==> config.mk <==
export PLATFORM = sky130hd
export DESIGN_NAME = bafe_regs
export DESIGN_NICKNAME = d
export VERILOG_FILES = /design/src/design/bafe_regs.v
export VERILOG_INCLUDE_DIRS = /design/src /design/src/shared
export SDC_FILE = /design/constraint.sdc
export NUM_CORES = 1
export LEC_CHECK = 0
export BUFFER_PORTS_ARGS = -buffer_cell sky130_fd_sc_hd__buf_2
export CAP_MARGIN = 10
export CORE_AREA = 3 3 75 84
export CTS_BUF_LIST = sky130_fd_sc_hd__clkbuf_8
export DETAILED_ROUTE_END_ITERATION = 10
export DIE_AREA = 0 0 78 87
export GPL_ROUTABILITY_DRIVEN = 0
export GPL_TIMING_DRIVEN = 0
export PLACE_DENSITY = 0.92
export SLEW_MARGIN = 20
export SYNTH_ARGS = -nofsm -noshare
export SYNTH_HDL_FRONTEND = slang
export SYNTH_SLANG_ARGS = --single-unit
==> constraint.sdc <==
create_clock -name sys_clk -period 4.6 [get_ports sys_clk]
set_clock_uncertainty 0.15 [all_clocks]
set_input_delay 0.69 -clock sys_clk [delete_from_list [all_inputs] [get_ports sys_clk]]
set_output_delay 0.69 -clock sys_clk [all_outputs]
set_load 0.02 [all_outputs]
==> src/shared/bafe_map.vh <==
`ifndef BAFE_MAP_VH
`define BAFE_MAP_VH

// ****************************************
// Register addresses
// ****************************************
`define BAFE_ADDR_IDENT 8'h00
`define BAFE_ADDR_FAULT 8'h01
`define BAFE_ADDR_BAL 8'h02
`define BAFE_ADDR_AOUT 8'h03
`define BAFE_ADDR_SW 8'h04
`define BAFE_ADDR_DSET 8'h05
`define BAFE_ADDR_CSET 8'h06
`define BAFE_ADDR_FSET 8'h07
`define BAFE_ADDR_WGATE 8'h08

// ****************************************
// Field positions and masks
// ****************************************
`define BAFE_SINGLE_BIT 5
`define BAFE_WAKE_BIT 4
`define BAFE_SLEEP_BIT 7
`define BAFE_LDMON_BIT 6
`define BAFE_CSW_BIT 1
`define BAFE_DSW_BIT 0
`define BAFE_DOC_AUTO_OFF_BIT 7
`define BAFE_SC_AUTO_OFF_BIT 4
`define BAFE_COC_AUTO_OFF_BIT 7
`define BAFE_CDIV_BIT 3
`define BAFE_DDIV_BIT 2
`define BAFE_WAKE_DIS_BIT 1
`define BAFE_WAKE_POL_BIT 0
`define BAFE_FSET_UNLOCK_BIT 7
`define BAFE_CSET_UNLOCK_BIT 6
`define BAFE_DSET_UNLOCK_BIT 5
`define BAFE_BAL_MASK 8'hfe
`define BAFE_AOUT_MASK 8'hcf
`define BAFE_SW_MASK 8'hc3
`define BAFE_SET_MASK 8'hdf
`define BAFE_WGATE_MASK 8'hf8

// ****************************************
// Reset values and delay dividers
// ****************************************
`define BAFE_RESET_VALUE 8'h00
`define BAFE_CDIV_SHIFT 5
`define BAFE_DDIV_SHIFT 6

`endif

==> src/design/bafe_regs.v <==
`timescale 1ns/10ps
`include "bafe_map.vh"

module bafe_regs #(
  parameter DW = 8
) (
  sys_clk,
  reset,
  wr_stb,
  rd_stb,
  addr,
  wdata,
  rdata_q,
  wake_above_thresh,
  ext_overtemp,
  int_overtemp,
  load_fail,
  dis_short,
  dis_overcurrent,
  chg_overcurrent,
  fet_trip,
  balance_q,
  analog_sel_q,
  switch_ctrl_q,
  dset_q,
  cset_q,
  fset_q,
  wgate_q,
  charge_delay_shift_q,
  discharge_delay_shift_q
);
  input wire sys_clk;
  input wire reset;
  input wire wr_stb;
  input wire rd_stb;
  input wire [7:0] addr;
  input wire [DW-1:0] wdata;
  output reg [DW-1:0] rdata_q;
  input wire wake_above_thresh;
  input wire ext_overtemp;
  input wire int_overtemp;
  input wire load_fail;
  input wire dis_short;
  input wire dis_overcurrent;
  input wire chg_overcurrent;
  input wire fet_trip;
  output reg [DW-1:0] balance_q;
  output reg [DW-1:0] analog_sel_q;
  output reg [DW-1:0] switch_ctrl_q;
  output reg [DW-1:0] dset_q;
  output reg [DW-1:0] cset_q;
  output reg [DW-1:0] fset_q;
  output reg [DW-1:0] wgate_q;
  output reg [2:0] charge_delay_shift_q;
  output reg [2:0] discharge_delay_shift_q;

  // ****************************************
  // Register map overview
  // ****************************************
  // Address 00 is read only: bit 5 is tied high to mark a single front end.
  // Bit 4 of address 00 shows the wake pin state after the polarity setting.
  // Address 01 holds the latched fault flags in bits 5 to 0.
  // A read of address 01 clears each flag whose cause has already gone.
  // A cause that is still present keeps its flag high through the read.
  // Address 02 holds the cell balance switches in bits 7 to 1.
  // Address 03 holds two user flags and the four analog select bits.
  // Address 04 holds forced sleep, load monitor connect and two switch bits.
  // The switch bits read back the driver state held here, not a pin level.
  // Addresses 05 to 07 hold the protection and feature settings.
  // Each of those accepts a write only while its unlock bit is set.
  // Address 08 holds the three unlock bits and two more user flags.
  // Every other address reads as zero and ignores writes.
  // Reserved bits are masked on write, so they always read back as zero.
  // The block trusts the host to write zero there; the mask only keeps reads tidy.
  // Strobes may come in back-to-back cycles and each acts on its own edge.
  // Read data is registered: it is valid one cycle after the read strobe.
  // It then holds until the next read strobe; only a reset clears it sooner.
  // A write and a read strobe in one cycle are both honoured.
  // In that case the read returns the contents from before the write.
  // The fault read is also the clear, so a retried read loses the history.
  // The forced POR bit of the feature settings is only stored here.
  // Acting on it belongs to the analog side, which sees fset_q directly.

  // ****************************************
  // Live status and write decode
  // ****************************************
  wire wake_pol = fset_q[`BAFE_WAKE_POL_BIT];
  // Polarity picks which side of the threshold reads as awake.
  wire wake_state = wake_pol ? wake_above_thresh : ~wake_above_thresh;
  wire [5:0] cond_now = {ext_overtemp, int_overtemp, load_fail, dis_short, dis_overcurrent, chg_overcurrent};
  wire wr_bal = wr_stb && (addr == `BAFE_ADDR_BAL);
  wire wr_aout = wr_stb && (addr == `BAFE_ADDR_AOUT);
  wire wr_sw = wr_stb && (addr == `BAFE_ADDR_SW);
  wire wr_dset = wr_stb && (addr == `BAFE_ADDR_DSET) && wgate_q[`BAFE_DSET_UNLOCK_BIT];
  wire wr_cset = wr_stb && (addr == `BAFE_ADDR_CSET) && wgate_q[`BAFE_CSET_UNLOCK_BIT];
  wire wr_fset = wr_stb && (addr == `BAFE_ADDR_FSET) && wgate_q[`BAFE_FSET_UNLOCK_BIT];
  wire wr_wgate = wr_stb && (addr == `BAFE_ADDR_WGATE);
  wire rd_fault = rd_stb && (addr == `BAFE_ADDR_FAULT);
  // Auto shutdown applies while any one of the three auto-off bits is clear.
  wire auto_on = ~dset_q[`BAFE_DOC_AUTO_OFF_BIT] | ~dset_q[`BAFE_SC_AUTO_OFF_BIT]
    | ~cset_q[`BAFE_COC_AUTO_OFF_BIT];
  reg wake_state_q;
  reg [5:0] fault_q;
  wire wake_edge = wake_state & ~wake_state_q;
  wire [DW-1:0] ident_val = {2'b00, 1'b1, wake_state, 4'h0};
  // Hardware events that override the host's view of the switch register.
  wire trip_clear = fet_trip && auto_on;
  wire wake_clear = wake_edge && !fset_q[`BAFE_WAKE_DIS_BIT];
  reg [DW-1:0] switch_d;
  reg [DW-1:0] rdata_d;

  // ****************************************
  // Latched fault flags
  // ****************************************
  // A read clears a flag only if its cause is gone, so a set never loses to a clear.
  genvar gi;
  generate
    for (gi = 0; gi < 6; gi = gi + 1) begin : g_fault
      always @(posedge sys_clk) begin
        if (reset) begin
          fault_q[gi] <= 1'b0;
        end else if (cond_now[gi]) begin
          fault_q[gi] <= 1'b1;
        end else if (rd_fault) begin
          fault_q[gi] <= 1'b0;
        end
      end
    end
  endgenerate

  // ****************************************
  // Host-only control registers
  // ****************************************
  // Cell balance switches; bit 0 is reserved and always reads zero.
  always @(posedge sys_clk) begin
    if (reset) begin
      balance_q <= `BAFE_RESET_VALUE;
    end else if (wr_bal) begin
      balance_q <= wdata & `BAFE_BAL_MASK;
    end
  end

  // Analog select and user flags; the two reserved bits are dropped.
  always @(posedge sys_clk) begin
    if (reset) begin
      analog_sel_q <= `BAFE_RESET_VALUE;
    end else if (wr_aout) begin
      analog_sel_q <= wdata & `BAFE_AOUT_MASK;
    end
  end

  // Unlock bits and user flags; this register itself is never locked.
  always @(posedge sys_clk) begin
    if (reset) begin
      wgate_q <= `BAFE_RESET_VALUE;
    end else if (wr_wgate) begin
      wgate_q <= wdata & `BAFE_WGATE_MASK;
    end
  end

  // ****************************************
  // Locked settings registers
  // ****************************************
  // Discharge settings; a write with the unlock bit clear is simply lost.
  always @(posedge sys_clk) begin
    if (reset) begin
      dset_q <= `BAFE_RESET_VALUE;
    end else if (wr_dset) begin
      dset_q <= wdata & `BAFE_SET_MASK;
    end
  end

  // Charge settings, including the two delay divider bits.
  always @(posedge sys_clk) begin
    if (reset) begin
      cset_q <= `BAFE_RESET_VALUE;
    end else if (wr_cset) begin
      cset_q <= wdata & `BAFE_SET_MASK;
    end
  end

  // Feature settings keep all eight bits, since none of them is reserved.
  always @(posedge sys_clk) begin
    if (reset) begin
      fset_q <= `BAFE_RESET_VALUE;
    end else if (wr_fset) begin
      fset_q <= wdata;
    end
  end

  // ****************************************
  // Switch drive and sleep
  // ****************************************
  // Wake state of the previous cycle, for the edge that ends forced sleep.
  // After reset it starts low, so an asserted wake state counts as an edge.
  always @(posedge sys_clk) begin
    if (reset) begin
      wake_state_q <= 1'b0;
    end else begin
      wake_state_q <= wake_state;
    end
  end

  // Host write first, then trip, then wake, so hardware events win a tie.
  always @* begin
    switch_d = switch_ctrl_q;
    if (wr_sw) begin
      switch_d = wdata & `BAFE_SW_MASK;
    end
    if (trip_clear) begin
      switch_d[`BAFE_CSW_BIT] = 1'b0;
      switch_d[`BAFE_DSW_BIT] = 1'b0;
    end
    if (wake_clear) begin
      switch_d[`BAFE_SLEEP_BIT] = 1'b0;
    end
  end

  // Reset leaves the switches off and forced sleep clear.
  always @(posedge sys_clk) begin
    if (reset) begin
      switch_ctrl_q <= `BAFE_RESET_VALUE;
    end else begin
      switch_ctrl_q <= switch_d;
    end
  end

  // ****************************************
  // Delay dividers
  // ****************************************
  // Shift counts let the charge delay counter divide by 32.
  always @(posedge sys_clk) begin
    if (reset) begin
      charge_delay_shift_q <= 3'd0;
    end else begin
      charge_delay_shift_q <= cset_q[`BAFE_CDIV_BIT] ? 3'd`BAFE_CDIV_SHIFT : 3'd0;
    end
  end

  // Shift counts let the discharge delay counter divide by 64.
  always @(posedge sys_clk) begin
    if (reset) begin
      discharge_delay_shift_q <= 3'd0;
    end else begin
      discharge_delay_shift_q <= cset_q[`BAFE_DDIV_BIT] ? 3'd`BAFE_DDIV_SHIFT : 3'd0;
    end
  end

  // ****************************************
  // Read data
  // ****************************************
  // The fault read shows latch or live cause, so a flag is never missed.
  always @* begin
    rdata_d = `BAFE_RESET_VALUE;
    case (addr)
      `BAFE_ADDR_IDENT: rdata_d = ident_val;
      `BAFE_ADDR_FAULT: rdata_d = {2'b00, fault_q | cond_now};
      `BAFE_ADDR_BAL: rdata_d = balance_q;
      `BAFE_ADDR_AOUT: rdata_d = analog_sel_q;
      `BAFE_ADDR_SW: rdata_d = switch_ctrl_q;
      `BAFE_ADDR_DSET: rdata_d = dset_q;
      `BAFE_ADDR_CSET: rdata_d = cset_q;
      `BAFE_ADDR_FSET: rdata_d = fset_q;
      `BAFE_ADDR_WGATE: rdata_d = wgate_q;
      default: rdata_d = `BAFE_RESET_VALUE;
    endcase
  end

  // Read data is captured only on a read strobe and holds otherwise.
  always @(posedge sys_clk) begin
    if (reset) begin
      rdata_q <= `BAFE_RESET_VALUE;
    end else if (rd_stb) begin
      rdata_q <= rdata_d;
    end
  end
endmodule

==> results of run 1 <==
-- synth_stat cells, types with 3 or more instances --
master,n
buf_4,17
clkbuf_1,13
nand4_2,5
mux2_2,3
nand2_1,4
mux2i_1,49
nand3_1,6
nand2b_1,3
o31ai_1,4
dfxtp_1,61
nor3_1,5
a31oi_1,4
nor2_1,57
nor2b_1,17
buf_2,5
a21oi_1,12
-- layout make-up --
cell class | instances | area [µm²] | area share (%)
multi-input combinational | 225 | 1550 | 42.5
clock buffer | 11 | 151 | 4.17
buffer | 35 | 201 | 5.54
clock inverter | 3 | 13.8 | 0.379
timing repair buffer | 80 | 400 | 11.0
tap | 75 | 93.8 | 2.58
inverter | 2 | 7.51 | 0.207
sequential | 61 | 1220 | 33.6
-- layer usage --
layer  share of wire (%)  wire, µm  up-vias  track usage [%]
li1                    -         -     1280                -
met1                  41      3350     1250             30.4
met2                  47      3860      158             41.4
met3                 9.6       789       16             6.42
met4                 2.2       176        0             9.06
met5                   0         0        -                0
-- critical path, cell delays in order --
cell and delay, ns:
buf_2 0.10, buf_2 0.22, buf_2 0.26, nor2b_1 0.32, nand4_2 0.40, mux2i_1 0.29, nor2_1 0.05
-- sequential cells by signal (all words and copies together), names as in the netlist --
name and flops:
balance_q 7, dset_q 7, charge_delay_shift_q 1, cset_q 7, switch_ctrl_q 4, discharge_delay_shift_q 1
rdata_q 8, fault_q 6, wake_state_q 1, fset_q 8, wgate_q 5, analog_sel_q 6
-- path summary, 6_finish.rpt --
kind         slack [ns]  depth (start not counted)            to        from
max                2.32                          7  balance_q[6]     addr[1]
min                0.33                          2    rdata_q[0]  rdata_q[0]
max reg2reg        2.95                          4     fset_q[7]  wgate_q[7]
min reg2reg        0.33                          2    rdata_q[0]  rdata_q[0]
-- through the flow --
stage / cells / power [W] / hold WS, ns
finish: 492 / 0.00104 / 0.326
global route: 492 / 0.00107 / 0.369
global placement: 478 / 0.000638 / 0.313
detailed placement: 478 / 0.000640 / 0.319
floorplan: 323 / 0.000607 / 0.302
CTS: 492 / 0.00104 / 0.328
-- power by group --
part           switching, W  total (W)  leakage (nW)  internal (W)
Sequential       0.00000223   0.000535         0.493      0.000533
Combinational     0.0000621  0.0000959          1.39     0.0000338
Clock              0.000192   0.000406        0.0922      0.000215
Total              0.000256    0.00104          1.97      0.000781
-- cells by family (layout without fill, tap and decap cells) --
family                 after synthesis  in the layout  share of synthesized area, %
AO/OA/AOI/OAI                       40             40                          9.53
XOR/XNOR                             1              1                         0.299
buffers and inverters               37            131                          7.14
flip-flops                          61             61                          41.7
multiplexers                        54             54                          19.5
other                                1             14                         0.128
AND/OR/NAND/NOR                    116            116                          21.7
==> reports/results.tsv, run 1 <==
metric	value	unit
pin count of the biggest net entering global routing	11	
setup_tns	0	ns
minimum clock period after layout	2.28	ns
Max-Cap Viols	0	
Setup Buffers After CTS	0	
clock transition at the registers of the reported paths	0.06	ns
final count of hold timing violations	0	
# clock sinks	61	
fmax	0.439	GHz
pre-CTS setup slack	2.00	ns
vias in the first global route	2541	
Post-route DRC	0	
io pins	98	
Die ar.	0.00679	mm²
drt total wl	8.18	mm
Post-Layout Inst Area	0.00363	mm²
Final Max Tran Viols	0	
initial antenna violation count	0	
fin util	66.5	%
CP endpoint kind	register	
Worst Path Required	4.66	ns
Setup CP Type	in2reg	
Mean Syn Cell Area	9.44	µm²
Area Overhead vs Synth	24.2	%
Routed Antenna Nets	0	
PortBufs	80	
crit share post-route	49.5	%
IR drop worst, VDD	0.235	mV
CORE AREA	0.00547	mm²
row count	28	
total number of H-tree levels	3	
Hold Crit Class	reg2reg	
Post-synth EDFFs	0	
Tightest Pin Transition	0.620	ns
ys flop type	dfxtp_1	
wire per inst	16.6	µm
Synthesis Warnings	0	
largest cells by area after synthesis	dfxtp_1 42%, mux2i_1 17%, nor2_1 7.3%	
clk buf depth	2	
library cells used by synthesis	49	
CTS hold repair buffers	0	
initial core utilization	53.5	%
synthesized instance count	310	
Via Count	2704	
Cell Area, Placed	0.00347	mm²
Root Buffer	clkbuf_8	
critical path data arrival time	2.33	ns
post-layout worst setup margin	2.32	ns
post-synth top area cell	dfxtp_1	
Detailed Route Iter0 Violations	313	
first-pass iteration count of the detailed router	4	
worst-path fanout max	10	
sequential share of the synthesized area	41.7	%
DIE WIDTH	78	µm
Setup crit start kind	input port	
CTS resizes	0	
static leakage	1.97	nW
GRT Overall Usage	24.6	%
Die Ht	87	µm
commonest non-fill, non-tap cell in the layout	buf_2	
Mapped Area	0.00293	mm²
commonest non-fill, non-tap cells in the layout	85 x buf_2, 61 x dfxtp_1, 57 x nor2_1	
Fillers	461	
TritonCTS buffer count	9	
number of synthesized register bits	61	
CTS tree	done	
outcome	complete, no violations	
total grt overflow	0	
Vias per Instance	5.50	
share of cells above drive strength 1	31.2	%
top-area cell type share of the netlist area	41.7	%
clk_lat worst skew	0.34	ns
RSZ-0062 raised after global routing	no	
Final #Nets	442	
Power Dens Cells	285	mW/mm²
Rel. slew slack	58.3	%
first-pass GRT wire length	12.8	mm
DPL Wire Length	6.04	mm
Antenna diodes	0	
Final setup viols	0	
FFs w/ async S/R, synth	0	%
No activity file was read; power rests on OpenSTA's default activity.
==> inputs of run 2 (changes only) <==
--- a/config.mk
+++ b/config.mk
@@ -8,13 +8,13 @@
 export LEC_CHECK = 0
 export BUFFER_PORTS_ARGS = -buffer_cell sky130_fd_sc_hd__buf_2
 export CAP_MARGIN = 10
-export CORE_AREA = 3 3 75 84
+export CORE_AREA = 3 3 76 85
 export CTS_BUF_LIST = sky130_fd_sc_hd__clkbuf_8
 export DETAILED_ROUTE_END_ITERATION = 10
-export DIE_AREA = 0 0 78 87
+export DIE_AREA = 0 0 79 88
 export GPL_ROUTABILITY_DRIVEN = 0
 export GPL_TIMING_DRIVEN = 0
-export PLACE_DENSITY = 0.92
+export PLACE_DENSITY = 0.9
 export SLEW_MARGIN = 20
 export SYNTH_ARGS = -nofsm -noshare
 export SYNTH_HDL_FRONTEND = slang
==> constraint.sdc (replaced) <==
create_clock -name sys_clk -period 2.1 [get_ports sys_clk]
set_clock_uncertainty 0.15 [all_clocks]
set_input_delay 0.315 -clock sys_clk [delete_from_list [all_inputs] [get_ports sys_clk]]
set_output_delay 0.315 -clock sys_clk [all_outputs]
set_load 0.02 [all_outputs]
==> run 2 against run 1 <==
Setup slack worse by 2.2 ns. Count of clock-buffer cells in the layout down 1. Cell count up 0.81%. Design area up 0.79%. Critical path type unchanged. Clock power rose to 2.5 times the previous value. Flip-flop and latch count unchanged. First-iteration DRC count down 0.32%. Register-to-register slack worse by 2.5 ns. Via count up 2.4%. Total power up 130%. Non-clock buffer count unchanged.
==> reports/results.tsv, run 2 (synthesized netlist as in run 1, its figures left out) <==
metric	value	unit
outcome	complete, no violations	
io pins	98	
total grt overflow	0	
Fillers	475	
vias in the first global route	2669	
TritonCTS buffer count	9	
Rel. slew slack	56.8	%
PortBufs	80	
Routed Antenna Nets	0	
Worst Path Required	2.17	ns
CTS tree	done	
total power	0.00241	W
worst-path fanout max	10	
share of cells above drive strength 1	31.5	%
RSZ-0062 raised after global routing	no	
setup_tns	0	ns
register area	0.00122	mm²
Area Overhead vs Synth	25.2	%
Root Buffer	clkbuf_8	
DPL Wire Length	6.29	mm
Antenna diodes	0	
drt total wl	8.57	mm
Setup Buffers After CTS	0	
Fin Hold WS	0.0422	ns
row count	29	
wire per inst	17.3	µm
Final #Nets	442	
Multi-input gate area	0.00155	mm²
Setup crit start kind	input port	
Vias per Instance	5.58	
Die ar.	0.00695	mm²
CTS resizes	0	
CP endpoint kind	register	
fmax	0.508	GHz
CORE AREA	0.00573	mm²
Final setup viols	0	
minimum clock period after layout	1.97	ns
DIE WIDTH	79	µm
non-filler cells, final	496	
total number of H-tree levels	3	
static leakage	1.99	nW
commonest non-fill, non-tap cells in the layout	85 x buf_2, 61 x dfxtp_1, 57 x nor2_1	
critical path data arrival time	2.04	ns
crit share post-route	93.7	%
commonest non-fill, non-tap cell in the layout	buf_2	
Die Ht	88	µm
initial core utilization	51.0	%
final count of hold timing violations	0	
clk_lat worst skew	0.35	ns
Detailed Route Iter0 Violations	312	
Hold Crit Class	in2reg	
first-pass iteration count of the detailed router	5	
CTS hold repair buffers	0	
Cells after DPL	480	
Max-Cap Viols	0	
first-pass GRT wire length	13.3	mm
initial antenna violation count	0	
Post-route DRC	0	
IR drop worst, VDD	0.516	mV
Via Count	2768	
# clock sinks	61	
pin count of the biggest net entering global routing	11	
GRT Overall Usage	25.1	%
Final Max Tran Viols	0	
Largest regs	fset_q (8), rdata_q (8)	
clk buf depth	2	
clock transition at the registers of the reported paths	0.07	ns
Setup CP Type	in2reg	
Power Dens Cells	659	mW/mm²
Tightest Pin Transition	0.643	ns
-- run 2: cell count changes in the layout (fill, tap and decap cells not counted), sizes merged --
cell / previous run / this run
clkinv: 2 / 4
bufinv: 0 / 1
clkbuf: 24 / 23
-- run 2: where the power goes --
part / switching [W] / internal (W) / total (W)
clock network: 0.000465 / 0.000567 / 0.00103
logic: 0.000137 / 0.0000740 / 0.000211
registers: 0.00000509 / 0.00117 / 0.00117
-- run 2: final timing paths --
| path | startpoint | to | slack (ns) | cells past startpoint |
|---|---|---|---|---|
| worst max-delay path | addr[1] | balance_q[5] | 0.13 | 7 |
| worst min-delay path | int_overtemp | fault_q[4] | 0.04 | 3 |
| worst max register to register | wgate_q[7] | fset_q[5] | 0.47 | 4 |
| worst min register to register | fault_q[4] | fault_q[4] | 0.34 | 2 |
-- run 2: layout make-up --
class	count	share of cell area, %
repair buffers	80	10.9
flip-flops and latches	61	33.3
well taps	77	2.63
plain buffers	35	5.50
inverters	2	0.205
clock inverters	6	1.47
clock buffers	10	3.76
multi-input cells	225	42.2
-- run 2: critical path, cell delays in order --
cell and delay (ns):
buf_2 0.11, buf_2 0.22, buf_2 0.27, nor2b_1 0.35, nand4_2 0.41, mux2i_1 0.31
nor2_1 0.06
-- run 2: through the flow --
| step | cell area [µm²] | setup WS (ns) | util (%) |
|---|---|---|---|
| floorplan | 2980 | 0.314 | - |
| global placement | 3470 | -0.0958 | 60.6 |
| detailed placement | 3470 | -0.185 | 60.6 |
| CTS | 3660 | 0.185 | 63.9 |
| global route | 3660 | 0.0273 | 63.9 |
| finish | 3660 | 0.133 | 63.9 |
-- run 2: metal layers --
layer | part of all wire (%) | global-route usage [%] | vias up | wire, µm
met5 | 0 | 0 | - | 0
li1 | - | - | 1278 | -
met1 | 39 | 29.0 | 1283 | 3330
met3 | 9.4 | 7.20 | 32 | 806
met2 | 49 | 42.0 | 175 | 4170
met4 | 3.1 | 14.2 | 0 | 263
==> inputs of run 3 (changes only) <==
--- a/config.mk
+++ b/config.mk
@@ -9,7 +9,7 @@
 export BUFFER_PORTS_ARGS = -buffer_cell sky130_fd_sc_hd__buf_2
 export CAP_MARGIN = 10
 export CORE_AREA = 3 3 76 85
-export CTS_BUF_LIST = sky130_fd_sc_hd__clkbuf_8
+export CTS_BUF_LIST = sky130_fd_sc_hd__clkbuf_4 sky130_fd_sc_hd__clkbuf_8
 export DETAILED_ROUTE_END_ITERATION = 10
 export DIE_AREA = 0 0 79 88
 export GPL_ROUTABILITY_DRIVEN = 0
@@ -19,3 +19,4 @@
 export SYNTH_ARGS = -nofsm -noshare
 export SYNTH_HDL_FRONTEND = slang
 export SYNTH_SLANG_ARGS = --single-unit
+export TNS_END_PERCENT = 30
==> run 3 against run 2 <==
Highest routed layer unchanged. Via count up 0.40%. Hold slack lost 0.0067 ns. Core utilization is 0.066 points higher. Setup slack improved by 0.012 ns. Combinational power about the same.
==> reports/results.tsv, run 3 (synthesized netlist as in run 1, its figures left out) <==
metric	value	unit
commonest non-fill, non-tap cell in the layout	buf_2	
DIE WIDTH	79	µm
setup_tns	0	ns
Crit. Startpoint	addr[5]	
CTS hold repair buffers	0	
CORE AREA	0.00573	mm²
crit share post-route	93.1	%
Final #Nets	442	
static leakage	1.99	nW
initial antenna violation count	0	
IR drop worst, VDD	0.521	mV
Worst R2R Path Depth	4	
Top Metal Used	met4	
wire per inst	17.3	µm
CTS resizes	0	
Rel. slew slack	56.7	%
pin count of the biggest net entering global routing	11	
Fillers	475	
Max-Cap Viols	0	
Die Ht	88	µm
Hold Crit Class	in2reg	
commonest non-fill, non-tap cells in the layout	85 x buf_2, 61 x dfxtp_1, 57 x nor2_1	
Detailed Route Iter0 Violations	321	
Die ar.	0.00695	mm²
row count	29	
Setup Buffers After CTS	0	
drt total wl	8.57	mm
Cell Area, Placed	0.00347	mm²
Setup CP Type	in2reg	
Largest regs	fset_q (8), rdata_q (8)	
routed wl met3	842	µm
# clock sinks	61	
first-pass GRT wire length	13.2	mm
Vias per Instance	5.60	
Antenna diodes	0	
Metal-1 WL	3.34	mm
RSZ-0062 raised after global routing	no	
io pins	98	
first-pass iteration count of the detailed router	6	
Post-route DRC	0	
clk buf depth	2	
fmax	0.512	GHz
Routed Antenna Nets	0	
total number of H-tree levels	3	
Power Dens Cells	665	mW/mm²
GRT Overall Usage	25.1	%
initial core utilization	51.0	%
Post-Layout Inst Area	0.00367	mm²
Area Overhead vs Synth	25.3	%
Final setup viols	0	
clock transition at the registers of the reported paths	0.07	ns
vias in the first global route	2675	
Final Max Tran Viols	0	
Worst Hold Depth	3	
DR WL met2	4.13	mm
final count of hold timing violations	0	
PortBufs	80	
total grt overflow	0	
share of cells above drive strength 1	31.7	%
outcome	complete, no violations	
worst-path fanout max	10	
Worst Path Required	2.17	ns
Hold Crit Start	dis_short	
minimum clock period after layout	1.95	ns
critical path data arrival time	2.03	ns
DPL Wire Length	6.29	mm
Tightest Pin Transition	0.645	ns
Setup crit start kind	input port	
clk_lat worst skew	0.35	ns
CTS tree	done	
Via Count	2779	
TritonCTS buffer count	9	
CP endpoint kind	register	
Reg2Reg Launch Point	wgate_q[7]	
Root Buffer	clkbuf_8	
## run 3: layout make-up
cell class | instances | area [µm²] | share of cell area [%]
plain buffers | 35 | 201 | 5.49
clock buffers | 11 | 145 | 3.96
clock inverters | 5 | 50.0 | 1.36
inverters | 2 | 7.51 | 0.205
multi-input cells | 225 | 1550 | 42.1
flip-flops and latches | 61 | 1220 | 33.3
well taps | 77 | 96.3 | 2.63
repair buffers | 80 | 400 | 10.9
## run 3: path summary, 6_finish.rpt
path	to	slack, ns
max	fault_q[5]	0.15
min	fault_q[2]	0.04
max reg2reg	fset_q[1]	0.45
min reg2reg	fault_q[2]	0.34
## run 3: where the power goes
group          internal [W]  switching [W]  total [W]
registers           0.00117     0.00000510    0.00117
clock network      0.000585       0.000470    0.00105
logic             0.0000740       0.000137   0.000211
total               0.00183       0.000612    0.00244
## run 3: worst max-delay path, cell delays in order
cell and delay [ns]:
buf_2 0.11, nor4_4 0.61, buf_4 0.30, nand4_1 0.36, a21oi_1 0.28, nor2_1 0.05
## run 3: routing by layer
| layer | up-vias | global-route usage (%) |
|---|---|---|
| met2 | 182 | 41.9 |
| met5 | - | 0 |
| met1 | 1295 | 28.8 |
| met4 | 0 | 14.2 |
| met3 | 24 | 7.20 |
| li1 | 1278 | - |
## run 3: per-stage QoR
stage | cells | hold slack (ns) | power (W) | setup slack [ns] | utilization [%]
after floorplan | 323 | 0.282 | 0.00133 | 0.314 | -
after detailed placement | 480 | 0.327 | 0.00140 | -0.185 | 60.6
after CTS | 496 | 0.0379 | 0.00243 | 0.185 | 64.0
after global placement | 480 | 0.314 | 0.00140 | -0.0958 | 60.6
final | 496 | 0.0355 | 0.00244 | 0.145 | 64.0
after global routing | 496 | 0.0536 | 0.00250 | 0.0273 | 64.0
